--- config.mk ---
export PLATFORM = sky130hd
export DESIGN_NAME = tfm_top
export DESIGN_NICKNAME = d
export VERILOG_FILES = /design/src/tfm_pkg.sv /design/src/tfm_word_if.sv /design/src/tfm_parity_check.sv /design/src/tfm_out_buffer.sv /design/src/tfm_top.sv
export SDC_FILE = /design/constraint.sdc
export NUM_CORES = 1
export LEC_CHECK = 0
export ABC_CLOCK_PERIOD_IN_PS = 2400
export BUFFER_PORTS_ARGS = -buffer_cell sky130_fd_sc_hd__buf_2
export CAP_MARGIN = 0
export CELL_PAD_IN_SITES_DETAIL_PLACEMENT = 0
export CELL_PAD_IN_SITES_GLOBAL_PLACEMENT = 1
export CORE_MARGIN = 2
export CORE_UTILIZATION = 36
export CTS_CLUSTER_DIAMETER = 60
export CTS_CLUSTER_SIZE = 8
export DETAILED_ROUTE_END_ITERATION = 7
export PLACE_DENSITY_LB_ADDON = 0.1
export SLEW_MARGIN = 15
export SYNTH_ARGS = -nofsm -noshare
export SYNTH_HDL_FRONTEND = slang
export SYNTH_HIERARCHICAL = 1
export SYNTH_SLANG_ARGS = --single-unit
export TNS_END_PERCENT = 50
--- constraint.sdc ---
create_clock -name I_CORE_CLK -period 2.4 [get_ports I_CORE_CLK]
set_clock_uncertainty 0.15 [all_clocks]
set_input_delay 0.48 -clock I_CORE_CLK [delete_from_list [all_inputs] [get_ports I_CORE_CLK]]
set_output_delay 0.48 -clock I_CORE_CLK [all_outputs]
set_load 0.05 [all_outputs]
--- src/tfm_pkg.sv ---
// tfm_pkg: constants shared by the fault monitor files.
// assumes a 32-bit readout word and a 12-bit control/status port.
package tfm_pkg;
    // register indices on the 12-bit control/status port
    localparam logic [4:0]  IDX_FAULT_ENABLE = 5'h0C;
    localparam logic [4:0]  IDX_FAULT_STATUS = 5'h10;
    localparam logic [11:0] MASK_RESET       = 12'h000;
    localparam int          HARD_W           = 9;
    localparam int          TRANS_W          = 7;
    // hard fault bit positions
    localparam int HB_COARSE  = 0;
    localparam int HB_CHSEL   = 1;
    localparam int HB_L1      = 2;
    localparam int HB_TRIG    = 3;
    localparam int HB_MATCHSM = 4;
    localparam int HB_ROFIFO  = 5;
    localparam int HB_ROSM    = 6;
    localparam int HB_CTRL    = 7;
    localparam int HB_INSTR   = 8;
    // transient bit positions
    localparam int TB_L1_OVF  = 0;
    localparam int TB_TRG_OVF = 1;
    localparam int TB_RO_OVF  = 2;
    localparam int TB_HIT     = 3;
    localparam int TB_L1_OVF2 = 5;
    localparam int TB_CHB_OVF = 6;
    // memory parity sources and widths
    localparam int MEM_N      = 4;
    localparam int MEM_W      = 16;
    localparam int CHAN_N     = 24;
    localparam int SM_W       = 8;
    // packet fields
    localparam logic [3:0] PKT_FAULT  = 4'h6;
    localparam logic [3:0] PKT_DEBUG  = 4'h7;
    localparam logic [3:0] SUB_SEP    = 4'h0;
    localparam logic [3:0] SUB_OCC    = 4'h1;
    localparam int         OCC_FULL_B = 8;
    localparam int         WORD_W     = 32;
    localparam int         BUF_DEPTH  = 2;
endpackage : tfm_pkg

--- src/tfm_word_if.sv ---
// tfm_word_if: valid/ready word channel between monitor and buffer.
// assumes both ends on the core clock.
`timescale 1ns/1ps
interface tfm_word_if;
    logic        valid;
    logic        ready;
    logic [31:0] data;
    modport source (output valid, output data, input ready);
    modport sink   (input valid, input data, output ready);
endinterface : tfm_word_if

--- src/tfm_parity_check.sv ---
// tfm_parity_check: even parity check of memory words on use.
// assumes parity bit equals the xor of the stored data bits.
`timescale 1ns/1ps
module tfm_parity_check (
    input  wire logic [tfm_pkg::MEM_N*tfm_pkg::MEM_W-1:0] i_data,
    input  wire logic [tfm_pkg::MEM_N-1:0]                i_par,
    input  wire logic [tfm_pkg::MEM_N-1:0]                i_use,
    output logic      [tfm_pkg::MEM_N-1:0]                o_err
);
    // one checker per memory read port
    for (genvar g = 0; g < tfm_pkg::MEM_N; g++) begin : g_chk
        assign o_err[g] = i_use[g] &
            ((^i_data[g*tfm_pkg::MEM_W +: tfm_pkg::MEM_W]) != i_par[g]);
    end
endmodule : tfm_parity_check

--- src/tfm_out_buffer.sv ---
// tfm_out_buffer: two-entry word buffer ahead of the readout path.
// assumes the reader may stall freely; no word is dropped.
`timescale 1ns/1ps
module tfm_out_buffer (
    input  wire logic        i_clk,
    input  wire logic        i_nrst,
    tfm_word_if.sink         up,
    output logic             o_valid,
    output logic [31:0]      o_data,
    input  wire logic        i_ready
);
    typedef struct packed {
        logic [1:0][31:0] mem;
        logic             wp;
        logic             rp;
        logic [1:0]       cnt;
    } tfm_buf_type;

    tfm_buf_type r, n;
    logic push, pop;

    assign up.ready = (r.cnt != 2'h2);
    assign o_valid  = (r.cnt != 2'h0);
    assign o_data   = r.mem[r.rp];
    assign push     = up.valid & up.ready;
    assign pop      = o_valid & i_ready;

    // pointer and count update; push and pop may share a cycle
    always_comb begin
        n = r;
        if (push) begin
            n.mem[r.wp] = up.data;
            n.wp        = ~r.wp;
        end
        if (pop) begin
            n.rp = ~r.rp;
        end
        n.cnt = r.cnt + {1'b0, push} - {1'b0, pop};
    end

    always_ff @(posedge i_clk or negedge i_nrst) begin
        if (!i_nrst) begin
            r <= '0;
        end else begin
            r <= n;
        end
    end
endmodule : tfm_out_buffer

--- src/tfm_top.sv ---
// tfm_top: hard/transient fault supervision and debug word output.
// assumes requests are held until O_REQ_READY; all on I_CORE_CLK.
// What this block does
// - separator word: 0111, chip id, subtype 0000, trigger time tag.
// - occupancy word: 0111, subtype 0001, readout full flag, fill count.
// - nine hard faults each have an enable bit and readable status bit.
// - transient faults never latch in status; reported only in the stream.
// - a fault word holds either hard or transient flags, never both.
// - memories carry parity, checked on use; mismatch raises hard fault.
// - state machines are one-hot and checked every cycle for illegal states.
// - instruction register parity error raises a dedicated hard fault.
// - control register parity error raises a dedicated hard fault.
// - a detected hard fault sets its status bit until a clearing event.
// - status clears on reset, fault-clear, marking, or counter resets when clear-on-counter-reset is set.
// - global fault is the OR of status bits each gated by its mask.
// - marking off: no action; on: events after a fault get a flag.
// - hard bits: coarse,chsel,L1,trig,match sm,ro fifo,ro sm,ctrl,instr.
// - channel select fault when more than one channel is selected.
// - active transient bits depend on the trigger-matching enable.
// - matching on: L1 ovf, trig lost, ro ovf, hit fault at 0..3; 4 zero.
// - matching off: gated L1 overflow at 5, channel buffer overflow at 6.
// - readout overflow: rofull reject and full, with rejection condition.
// - hit fault bit set when corrupted hit data reaches matching.
// - fault word only if a fault occurred, before the trailer.
// - fault word: type 0110, chip id, flags in the low bits.
`timescale 1ns/1ps
module tfm_top (
    input  wire logic        I_CORE_CLK,
    input  wire logic        I_NRST,
    // control/status register port
    input  wire logic        I_CSR_WR,
    input  wire logic [4:0]  I_CSR_ADDR,
    input  wire logic [11:0] I_CSR_WDATA,
    output logic      [11:0] O_CSR_RDATA,
    // control bits held elsewhere in the control registers
    input  wire logic [3:0]  I_CHIP_IDENTIFIER,
    input  wire logic        I_FAULT_CLEAR,
    input  wire logic        I_CLR_ON_CNT_RST,
    input  wire logic        I_BUNCH_CNT_RST,
    input  wire logic        I_EVENT_CNT_RST,
    input  wire logic        I_EVENT_MARK_EN,
    input  wire logic        I_MATCH_EN,
    input  wire logic        I_MARK_OVR_EN,
    input  wire logic        I_ROFULL_REJECT,
    input  wire logic        I_LEVEL1_FULL_REJECTION,
    input  wire logic        I_TRFULL_REJECT,
    // hard fault sources
    input  wire logic [63:0] I_MEM_DATA,
    input  wire logic [3:0]  I_MEM_PAR,
    input  wire logic [3:0]  I_MEM_USE,
    input  wire logic [23:0] I_CHAN_SEL,
    input  wire logic [7:0]  I_MATCH_STATE,
    input  wire logic [7:0]  I_RO_STATE,
    input  wire logic [3:0]  I_INSTR,
    input  wire logic        I_INSTR_PAR,
    // transient fault sources
    input  wire logic        I_L1_OVERFLOW,
    input  wire logic        I_TRIG_LOST,
    input  wire logic        I_RO_FIFO_FULL,
    input  wire logic        I_L1_NEARLY_FULL,
    input  wire logic        I_TRIG_NEARLY_FULL,
    input  wire logic        I_HIT_ERR_IN,
    input  wire logic        I_CHBUF_REJECTED,
    // word requests
    input  wire logic        I_FAULT_SLOT,
    input  wire logic        I_SEP_REQ,
    input  wire logic [11:0] I_TRIGGER_TIME_TAG,
    input  wire logic        I_OCC_REQ,
    input  wire logic [7:0]  I_LEVEL1_FILL_COUNT,
    output logic             O_REQ_READY,
    // readout word path
    output logic             O_WORD_VALID,
    output logic [31:0]      O_WORD_DATA,
    input  wire logic        I_WORD_READY,
    // fault outputs
    output logic             O_GLOBAL_FAULT,
    output logic             O_EVENT_MARK
);
    // one-hot states, checked like the others
    typedef enum logic [1:0] {
        TFM_IDLE  = 2'h1,
        TFM_TRANS = 2'h2
    } tfm_state_type;

    // every flop of the block in one record
    typedef struct packed {
        tfm_state_type st;
        logic [8:0]    status;
        logic [8:0]    mask;
        logic          mask_par;
        logic [6:0]    trans;
        logic [6:0]    trans_hold;
        logic          gfault;
        logic          evmark;
        logic          wvalid;
        logic [31:0]   wdata;
        logic [11:0]   rdata;
    } tfm_regs_type;

    // current and next state
    tfm_regs_type r, n;
    tfm_word_if   wif ();

    // helpers, rebuilt each cycle
    logic [3:0]  mem_err;
    logic [8:0]  det;
    logic [6:0]  trn_new;
    logic [8:0]  hard_word;
    logic        free;
    logic        ro_ovf;
    logic        clr_all;
    logic        own_bad;

    // true when more than one bit of the vector is set
    function automatic logic multi_hot(input logic [23:0] v);
        multi_hot = |(v & (v - 24'h000001));
    endfunction : multi_hot

    // true unless exactly one bit of the vector is set
    function automatic logic not_one_hot(input logic [23:0] v);
        not_one_hot = (v == 24'h000000) | multi_hot(v);
    endfunction : not_one_hot

    // memory word checks, one per parity-protected memory
    // order: coarse, L1, trigger, readout
    tfm_parity_check u_par (
        .i_data (I_MEM_DATA),
        .i_par  (I_MEM_PAR),
        .i_use  (I_MEM_USE),
        .o_err  (mem_err)
    );

    // two-entry buffer so a stalled reader never loses a word
    // and keeps I_WORD_READY off O_REQ_READY
    tfm_out_buffer u_buf (
        .i_clk   (I_CORE_CLK),
        .i_nrst  (I_NRST),
        .up      (wif.sink),
        .o_valid (O_WORD_VALID),
        .o_data  (O_WORD_DATA),
        .i_ready (I_WORD_READY)
    );

    // the staged word feeds the buffer
    assign wif.valid = r.wvalid;
    assign wif.data  = r.wdata;

    // the own sequencer is checked like every other state machine
    assign own_bad = (r.st != TFM_IDLE) && (r.st != TFM_TRANS);

    // hard fault detection vector
    always_comb begin
        det = '0;
        det[tfm_pkg::HB_COARSE]  = mem_err[0];
        det[tfm_pkg::HB_CHSEL]   = multi_hot(I_CHAN_SEL);
        det[tfm_pkg::HB_L1]      = mem_err[1];
        det[tfm_pkg::HB_TRIG]    = mem_err[2];
        det[tfm_pkg::HB_MATCHSM] =
            not_one_hot({16'h0000, I_MATCH_STATE});
        det[tfm_pkg::HB_ROFIFO]  = mem_err[3];
        det[tfm_pkg::HB_ROSM]    =
            not_one_hot({16'h0000, I_RO_STATE}) | own_bad;
        // an upset in the mask breaks its parity
        det[tfm_pkg::HB_CTRL]    = (^r.mask) != r.mask_par;
        det[tfm_pkg::HB_INSTR]   = (^I_INSTR) != I_INSTR_PAR;
    end

    // readout overflow only counts under the active rejection policy
    assign ro_ovf = I_ROFULL_REJECT & I_RO_FIFO_FULL &
        ((I_LEVEL1_FULL_REJECTION & I_L1_NEARLY_FULL) |
         (I_TRFULL_REJECT & I_TRIG_NEARLY_FULL) |
         (~I_LEVEL1_FULL_REJECTION & ~I_TRFULL_REJECT));

    // transient map follows the matching mode; bit 4 never set
    always_comb begin
        trn_new = '0;
        if (I_MATCH_EN) begin
            trn_new[tfm_pkg::TB_L1_OVF]  = I_L1_OVERFLOW;
            trn_new[tfm_pkg::TB_TRG_OVF] = I_TRIG_LOST;
            trn_new[tfm_pkg::TB_RO_OVF]  = ro_ovf;
            trn_new[tfm_pkg::TB_HIT]     = I_HIT_ERR_IN;
        end else begin
            trn_new[tfm_pkg::TB_L1_OVF2] =
                I_L1_OVERFLOW & I_MARK_OVR_EN;
            trn_new[tfm_pkg::TB_CHB_OVF] = I_CHBUF_REJECTED;
        end
    end

    // counter resets clear only if enabled
    assign clr_all = I_FAULT_CLEAR |
        (I_CLR_ON_CNT_RST & (I_BUNCH_CNT_RST | I_EVENT_CNT_RST));

    // hard flags go out only with marking on; software may mask them
    assign hard_word = I_EVENT_MARK_EN ? (r.status & r.mask)
                                       : 9'h000;

    // stage a word once the last has left
    assign free        = ~r.wvalid | wif.ready;
    assign O_REQ_READY = (r.st == TFM_IDLE) & free;

    // main next-state logic: registers, flags and word emission
    always_comb begin
        n = r;
        // buffer took the staged word
        if (r.wvalid & wif.ready) begin
            n.wvalid = 1'b0;
        end
        // software access to the enable field; parity kept alongside
        if (I_CSR_WR && I_CSR_ADDR == tfm_pkg::IDX_FAULT_ENABLE) begin
            n.mask     = I_CSR_WDATA[8:0];
            n.mask_par = ^I_CSR_WDATA[8:0];
        end
        // read data lags the index by a cycle
        case (I_CSR_ADDR)
            tfm_pkg::IDX_FAULT_ENABLE: n.rdata = {3'h0, r.mask};
            tfm_pkg::IDX_FAULT_STATUS: n.rdata = {3'h0, r.status};
            default:                   n.rdata = 12'h000;
        endcase
        // sticky status: a new detection wins over any clear
        if (clr_all) begin
            n.status = 9'h000;
        end
        // transient flags accumulate per event and never reach status
        n.trans = r.trans | trn_new;
        // one word staged per cycle at most
        case (r.st)
            TFM_IDLE: begin
                if (O_REQ_READY && I_FAULT_SLOT) begin
                    // flags go out with this slot
                    n.trans = 7'h00;
                    if (hard_word != 9'h000) begin
                        n.wvalid = 1'b1;
                        n.wdata  = {tfm_pkg::PKT_FAULT,
                                    I_CHIP_IDENTIFIER,
                                    15'h0000, hard_word};
                        n.status = 9'h000;
                        // transient flags wait for their own word
                        n.trans_hold = r.trans | trn_new;
                        if ((r.trans | trn_new) != 7'h00) begin
                            n.st = TFM_TRANS;
                        end
                    end else if ((r.trans | trn_new) != 7'h00) begin
                        n.wvalid = 1'b1;
                        n.wdata  = {tfm_pkg::PKT_FAULT,
                                    I_CHIP_IDENTIFIER, 17'h00000,
                                    r.trans | trn_new};
                    end
                end else if (O_REQ_READY && I_SEP_REQ) begin
                    // tag as seen at this edge
                    n.wvalid = 1'b1;
                    n.wdata  = {tfm_pkg::PKT_DEBUG, I_CHIP_IDENTIFIER,
                                tfm_pkg::SUB_SEP, 8'h00,
                                I_TRIGGER_TIME_TAG};
                end else if (O_REQ_READY && I_OCC_REQ) begin
                    // fill count as it stands now
                    n.wvalid = 1'b1;
                    n.wdata  = {tfm_pkg::PKT_DEBUG, I_CHIP_IDENTIFIER,
                                tfm_pkg::SUB_OCC, 11'h000,
                                I_RO_FIFO_FULL,
                                I_LEVEL1_FILL_COUNT};
                end
            end
            TFM_TRANS: begin
                // transient half of a split report
                if (free) begin
                    n.wvalid = 1'b1;
                    n.wdata  = {tfm_pkg::PKT_FAULT, I_CHIP_IDENTIFIER,
                                17'h00000, r.trans_hold};
                    n.st     = TFM_IDLE;
                end
            end
            default: begin
                // illegal state: back to idle
                n.st = TFM_IDLE;
            end
        endcase
        // detection last: a set beats a clear
        n.status = n.status | det;
        // fault line uses last cycle's status
        n.gfault = |(r.status & r.mask);
        n.evmark = n.gfault & I_EVENT_MARK_EN;
    end

    // state register; status and flags start clear after reset
    always_ff @(posedge I_CORE_CLK or negedge I_NRST) begin
        if (!I_NRST) begin
            r          <= '0;
            r.st       <= TFM_IDLE;
            // mask and parity agree out of reset
            r.mask     <= tfm_pkg::MASK_RESET[8:0];
            r.mask_par <= 1'b0;
        end else begin
            r <= n;
        end
    end

    // outputs straight from flops
    assign O_CSR_RDATA    = r.rdata;
    assign O_GLOBAL_FAULT = r.gfault;
    assign O_EVENT_MARK   = r.evmark;
endmodule : tfm_top

# Yosys cells after proc, flatten, opt, wreduce, memory -nomap -nowiden

Index checks and enable logic that the tools add are counted.

$add $sub $neg: 5
$lt $le $gt $ge: 3
Equality and inequality tests: 19
Multiplexer cells: 27
Bitwise gates (word level): 34
Reductions and logical operators: 26

Operator list:

| cell                                                                 | count |
|---|---|
| 33-bit two-way mux                                                   | 6 |
| 32-bit two-way mux                                                   | 3 |
| 24-bit OR reduction                                                  | 3 |
| 33-bit one-hot mux with 2 select lines                               | 1 |
| 64-bit bitwise mux                                                   | 1 |
| 16-bit XOR reduction                                                 | 4 |
| 8-bit by 24-bit bitwise AND with 24-bit output                       | 2 |
| 32-bit demux with 1-bit select                                       | 1 |
| 14-bit two-way mux                                                   | 2 |
| 9-bit two-way mux                                                    | 3 |
| 24-bit bitwise AND                                                   | 1 |
| 24-bit by 1-bit subtractor with 24-bit output, second input constant | 1 |
| 11-bit two-way mux                                                   | 2 |
| 9-bit one-hot mux with 2 select lines                                | 1 |
| 9-bit XOR reduction                                                  | 2 |
| 8-bit by 1-bit subtractor with 9-bit output, second input constant   | 2 |
| 8-bit zero test                                                      | 2 |
| 1-bit bitwise AND                                                    | 15 |
| 9-bit bitwise AND                                                    | 1 |
| 9-bit OR                                                             | 1 |
| 9-bit nonzero test                                                   | 1 |
| 9-bit OR reduction                                                   | 1 |
| 2-bit by 1-bit != test with 1-bit output, second input constant      | 4 |
| 1-bit OR                                                             | 8 |
| other kinds (25)                                                     | 46 |

Register bits: 150
Input port bits: 182
Output and inout port bits: 48

# Longest topological paths before layout

Depth in word-level cells: 12
Gate-level depth with buffers: 9

# Modules after synthesis

The synthesis kept the hierarchy.

By module, submodules not included:

| module           | times used | cells an instance | area each (µm²) |
|---|---|---|---|
| tfm_top          | 1          | 378               | 3555.9 |
| tfm_out_buffer   | 1          | 194               | 3012.9 |
| tfm_parity_check | 1          | 68                | 690.7 |

# Worst setup path after synthesis

Ideal clock, no wire load.

Kind: input to register
From: in I_CHAN_SEL[0]
To: reg r[72] (netlist name)
Arrival: 2.641 ns
Required time: 2.109 ns
Slack: -0.532 ns
Cell stages on the path: 7
Cell sequence: or4_4 > or4_1 > buf_2 > or3_1 > or4b_1 > a21oi_1 > o2111ai_1

RTL lines:

| item        | line          | RTL |
|---|---|---|
| from (decl) | tfm_top.sv:51 | `input wire logic [23:0] I_CHAN_SEL,` |

==> out/qor.txt <==
Outcome -> finished, violations left
Failing checks -> setup timing
Peak VDD IR -> 0.685 mV
Final core occ -> 49.4%
First-pass GRT wire length -> 30100 um
WL/cell -> 15.3 um
M1 GR Usage -> 21.4%
Register area -> 0.00330 mm^2
Pre-CTS setup slack -> -0.591 ns
Detailed Route WL -> 18500 um
CTS sink cnt -> 132
Worst-path cell chain -> buf_2, or4_4, or4_4, or3_4, or4b_4, a21oi_2, o2111ai_1
Setup CP Type -> in -> reg
Post-route setup slack -> -0.130 ns
Ys async rst share -> 100%
Largest stage delay, worst path -> 0.53 ns
Bufs and invs on worst path -> 1
Number of warnings issued by yosys -> 6
Most used DFF post-synth -> dfrtp_1
Critical path's top delay family -> simple AND/OR/NAND/NOR gates
Vias per cell -> 4.85
Crit end category -> register
Flops & latches, synth -> 132
Initial core utilization -> 36.9%
Placed cells -> 1173
Chip Height -> 146 um
Most frequent cells in the layout -> buf_2 (221), dfrtp_1 (131), mux2_2 (102)
Clock buffer depth -> 2
Final setup violation count -> 1
Final hold violation count -> 0
Diodes inserted -> 0
Root buf cell -> clkbuf_16
Crit-path most repeated cell -> or4_4
Detailed Route Iter0 Violations -> 249
Pleak -> 4.62 nW
Rows -> 51
Number of synthesized flops with an enable pin -> 0
Pwr Total -> 12.2 mW
Slowest CP cell -> or4_4
Hold Crit Class -> in -> reg
Post-route minimum period -> 2.53 ns
Clk slew on worst S/H paths -> 0.06 ns
H-tree Lvls -> 4
Critical path startpoint category -> primary input
Sequential fraction of the synthesis area -> 45.5%
Syn avg cell area -> 11.3 um^2
Die area -> 0.0213 mm^2
Fillcell total -> 1923
Setup TNS -> -0.130 ns
Data arrival time of the worst path -> 2.65 ns
Unrepaired setup endpoints after global routing -> yes
GR peak layer -> met2
GR Util All Layers -> 17.7%
GR met2 Demand/Resource -> 31.7%
TritonCTS clock tree -> built
Post-DP HPWL -> 14400 um
Mapped Cells -> 640
Io pins -> 230
Most common cell after layout, fill and taps aside -> buf_2
Post-synthesis cell type count -> 64
CTS buffer count -> 17
Placer congestion estimate -> 0.817
PortBufs -> 223
Period utilization -> 105%
1st-pass router iterations -> 5
Achievable Freq -> 0.395 GHz
Initial antenna violation count -> 0
Vias in the first global route -> 6127
Max_cap viols -> 0
Met3 Use GR -> 4.29%
Area of the multi-input gates -> 0.00379 mm^2
Routed Antenna Nets -> 0
Peak fanout along the critical path -> 3
Final Max Slew Viols -> 0
Worst skew pair latency -> 0.41 ns
Nets -> 1114
GRT Residual Overflow -> 0
Pwr Density -> 1260 mW/mm^2
# DRC -> 0
Via count -> 5855
Core area -> 0.0197 mm^2
Share of layout cells above drive strength 1 -> 46.4%
Mapped Area -> 0.00726 mm^2
Die Wd -> 146 um
Crit path required time -> 2.52 ns
Largest net degree at the start of global routing -> 47
Final non-filler cell total -> 1207
Area growth syn-to-layout -> 33.7%
[worst reg2reg max path: cells and delay by family, from the launching register on]
family	cells	cell delay, ns
and+or+nand+nor	2	0.58
DFF	1	0.55
buffers and inverters	3	0.45
AOI/OAI and AO/OA	2	0.25
adders and majority gates	1	0.16
[per-layer routing]
layer  part of all wire (%)  up-vias
met4                    1.1        0
met1                     42     2847
met5                      0        -
met2                     51      147
met3                    5.5       17
li1                       -     2844
[logic make-up (layout without fill, tap and decap cells)]
group | after synthesis | in the layout | share of synthesized area [%]
AND/OR/NAND/NOR | 137 | 137 | 9.70
flip-flops | 132 | 132 | 45.5
AO/OA/AOI/OAI | 116 | 116 | 10.7
multiplexers | 112 | 112 | 17.3
XOR/XNOR | 77 | 77 | 11.2
buffers and inverters | 57 | 333 | 4.26
adder cells (fa/ha/maj) | 8 | 8 | 1.21
other | 1 | 27 | 0.0517
[power by group]
part           switching [mW]  total [mW]  internal (mW)
clock network           0.970        2.66           1.69
registers               0.544        3.70           3.15
logic                    3.42        5.88           2.46
[stage by stage]
| stage | hold WS, ns | area [um^2] |
|---|---|---|
| finish | 0.136 | 9710 |
| global route | 0.141 | 9710 |
| CTS | 0.123 | 9680 |
| detailed placement | 0.294 | 9050 |
| global placement | 0.286 | 9050 |
| floorplan | 0.0344 | 7360 |
[cell usage after synthesis, types with 7 or more instances]
cell type | number | area share, %
mux2_2 | 102 | 16
dfrtp_1 | 131 | 45
nand2_1 | 28 | 1.4
xnor3_1 | 8 | 2.5
xnor2_1 | 57 | 6.9
buf_4 | 12 | 1.2
o21ai_0 | 22 | 1.5
nor3_1 | 10 | 0.69
a31oi_1 | 8 | 0.69
nor2_1 | 36 | 1.9
or3_1 | 7 | 0.60
a22o_1 | 9 | 1.1
a21oi_1 | 27 | 1.9
nand3_1 | 11 | 0.76
clkbuf_1 | 13 | 0.67
nand4_1 | 7 | 0.60
a22oi_1 | 14 | 1.4
inv_1 | 21 | 1.1
xor2_1 | 8 | 0.97
[registers in the layout, indices dropped and copies added, names as in the netlist]
signal and count:
u_buf/r 68, wif.data 19, wif.valid 1, r 33, O_GLOBAL_FAULT 1, O_CSR_RDATA 9
O_EVENT_MARK 1
[path summary, 6_finish.rpt]
| kind | start | endpoint | slack [ns] | cells past startpoint |
|---|---|---|---|---|
| worst min-delay path | I_CHIP_IDENTIFIER[0] | wif.data[24]$_DFFE_PN0P_ | 0.14 | 3 |
| worst max-delay path | I_CHAN_SEL[0] | r[72]$_DFF_PN0_ | -0.13 | 7 |
| max in group asynchronous | I_NRST | u_buf/r[55]$_DFFE_PN0P_ | 0.94 | 3 |
| worst max register to register | r[80]$_DFFE_PN1P_ | wif.data[4]$_DFFE_PN0P_ | 0.17 | 8 |
| worst min register to register | u_buf/r[48]$_DFFE_PN0P_ | u_buf/r[48]$_DFFE_PN0P_ | 0.33 | 1 |
| min in group asynchronous | I_NRST | u_buf/r[48]$_DFFE_PN0P_ | 0.41 | 2 |
[final cells by class]
class	count	share of cell area [%]
inverter	22	0.851
multi-input combinational	477	39.0
clock buffer	20	4.71
sequential	132	34.0
tap	265	3.42
timing repair buffer	279	16.4
clock inverter	12	1.57
[repair_timing]
item,4_1_cts,5_1_grt
gates resized for setup,3,5
hold endpoints to repair,42,0
hold buffers,1,0
endpoints found under the setup margin,2,5
setup buffers,0,1
Note: power is estimated with default switching activity, not from simulation.
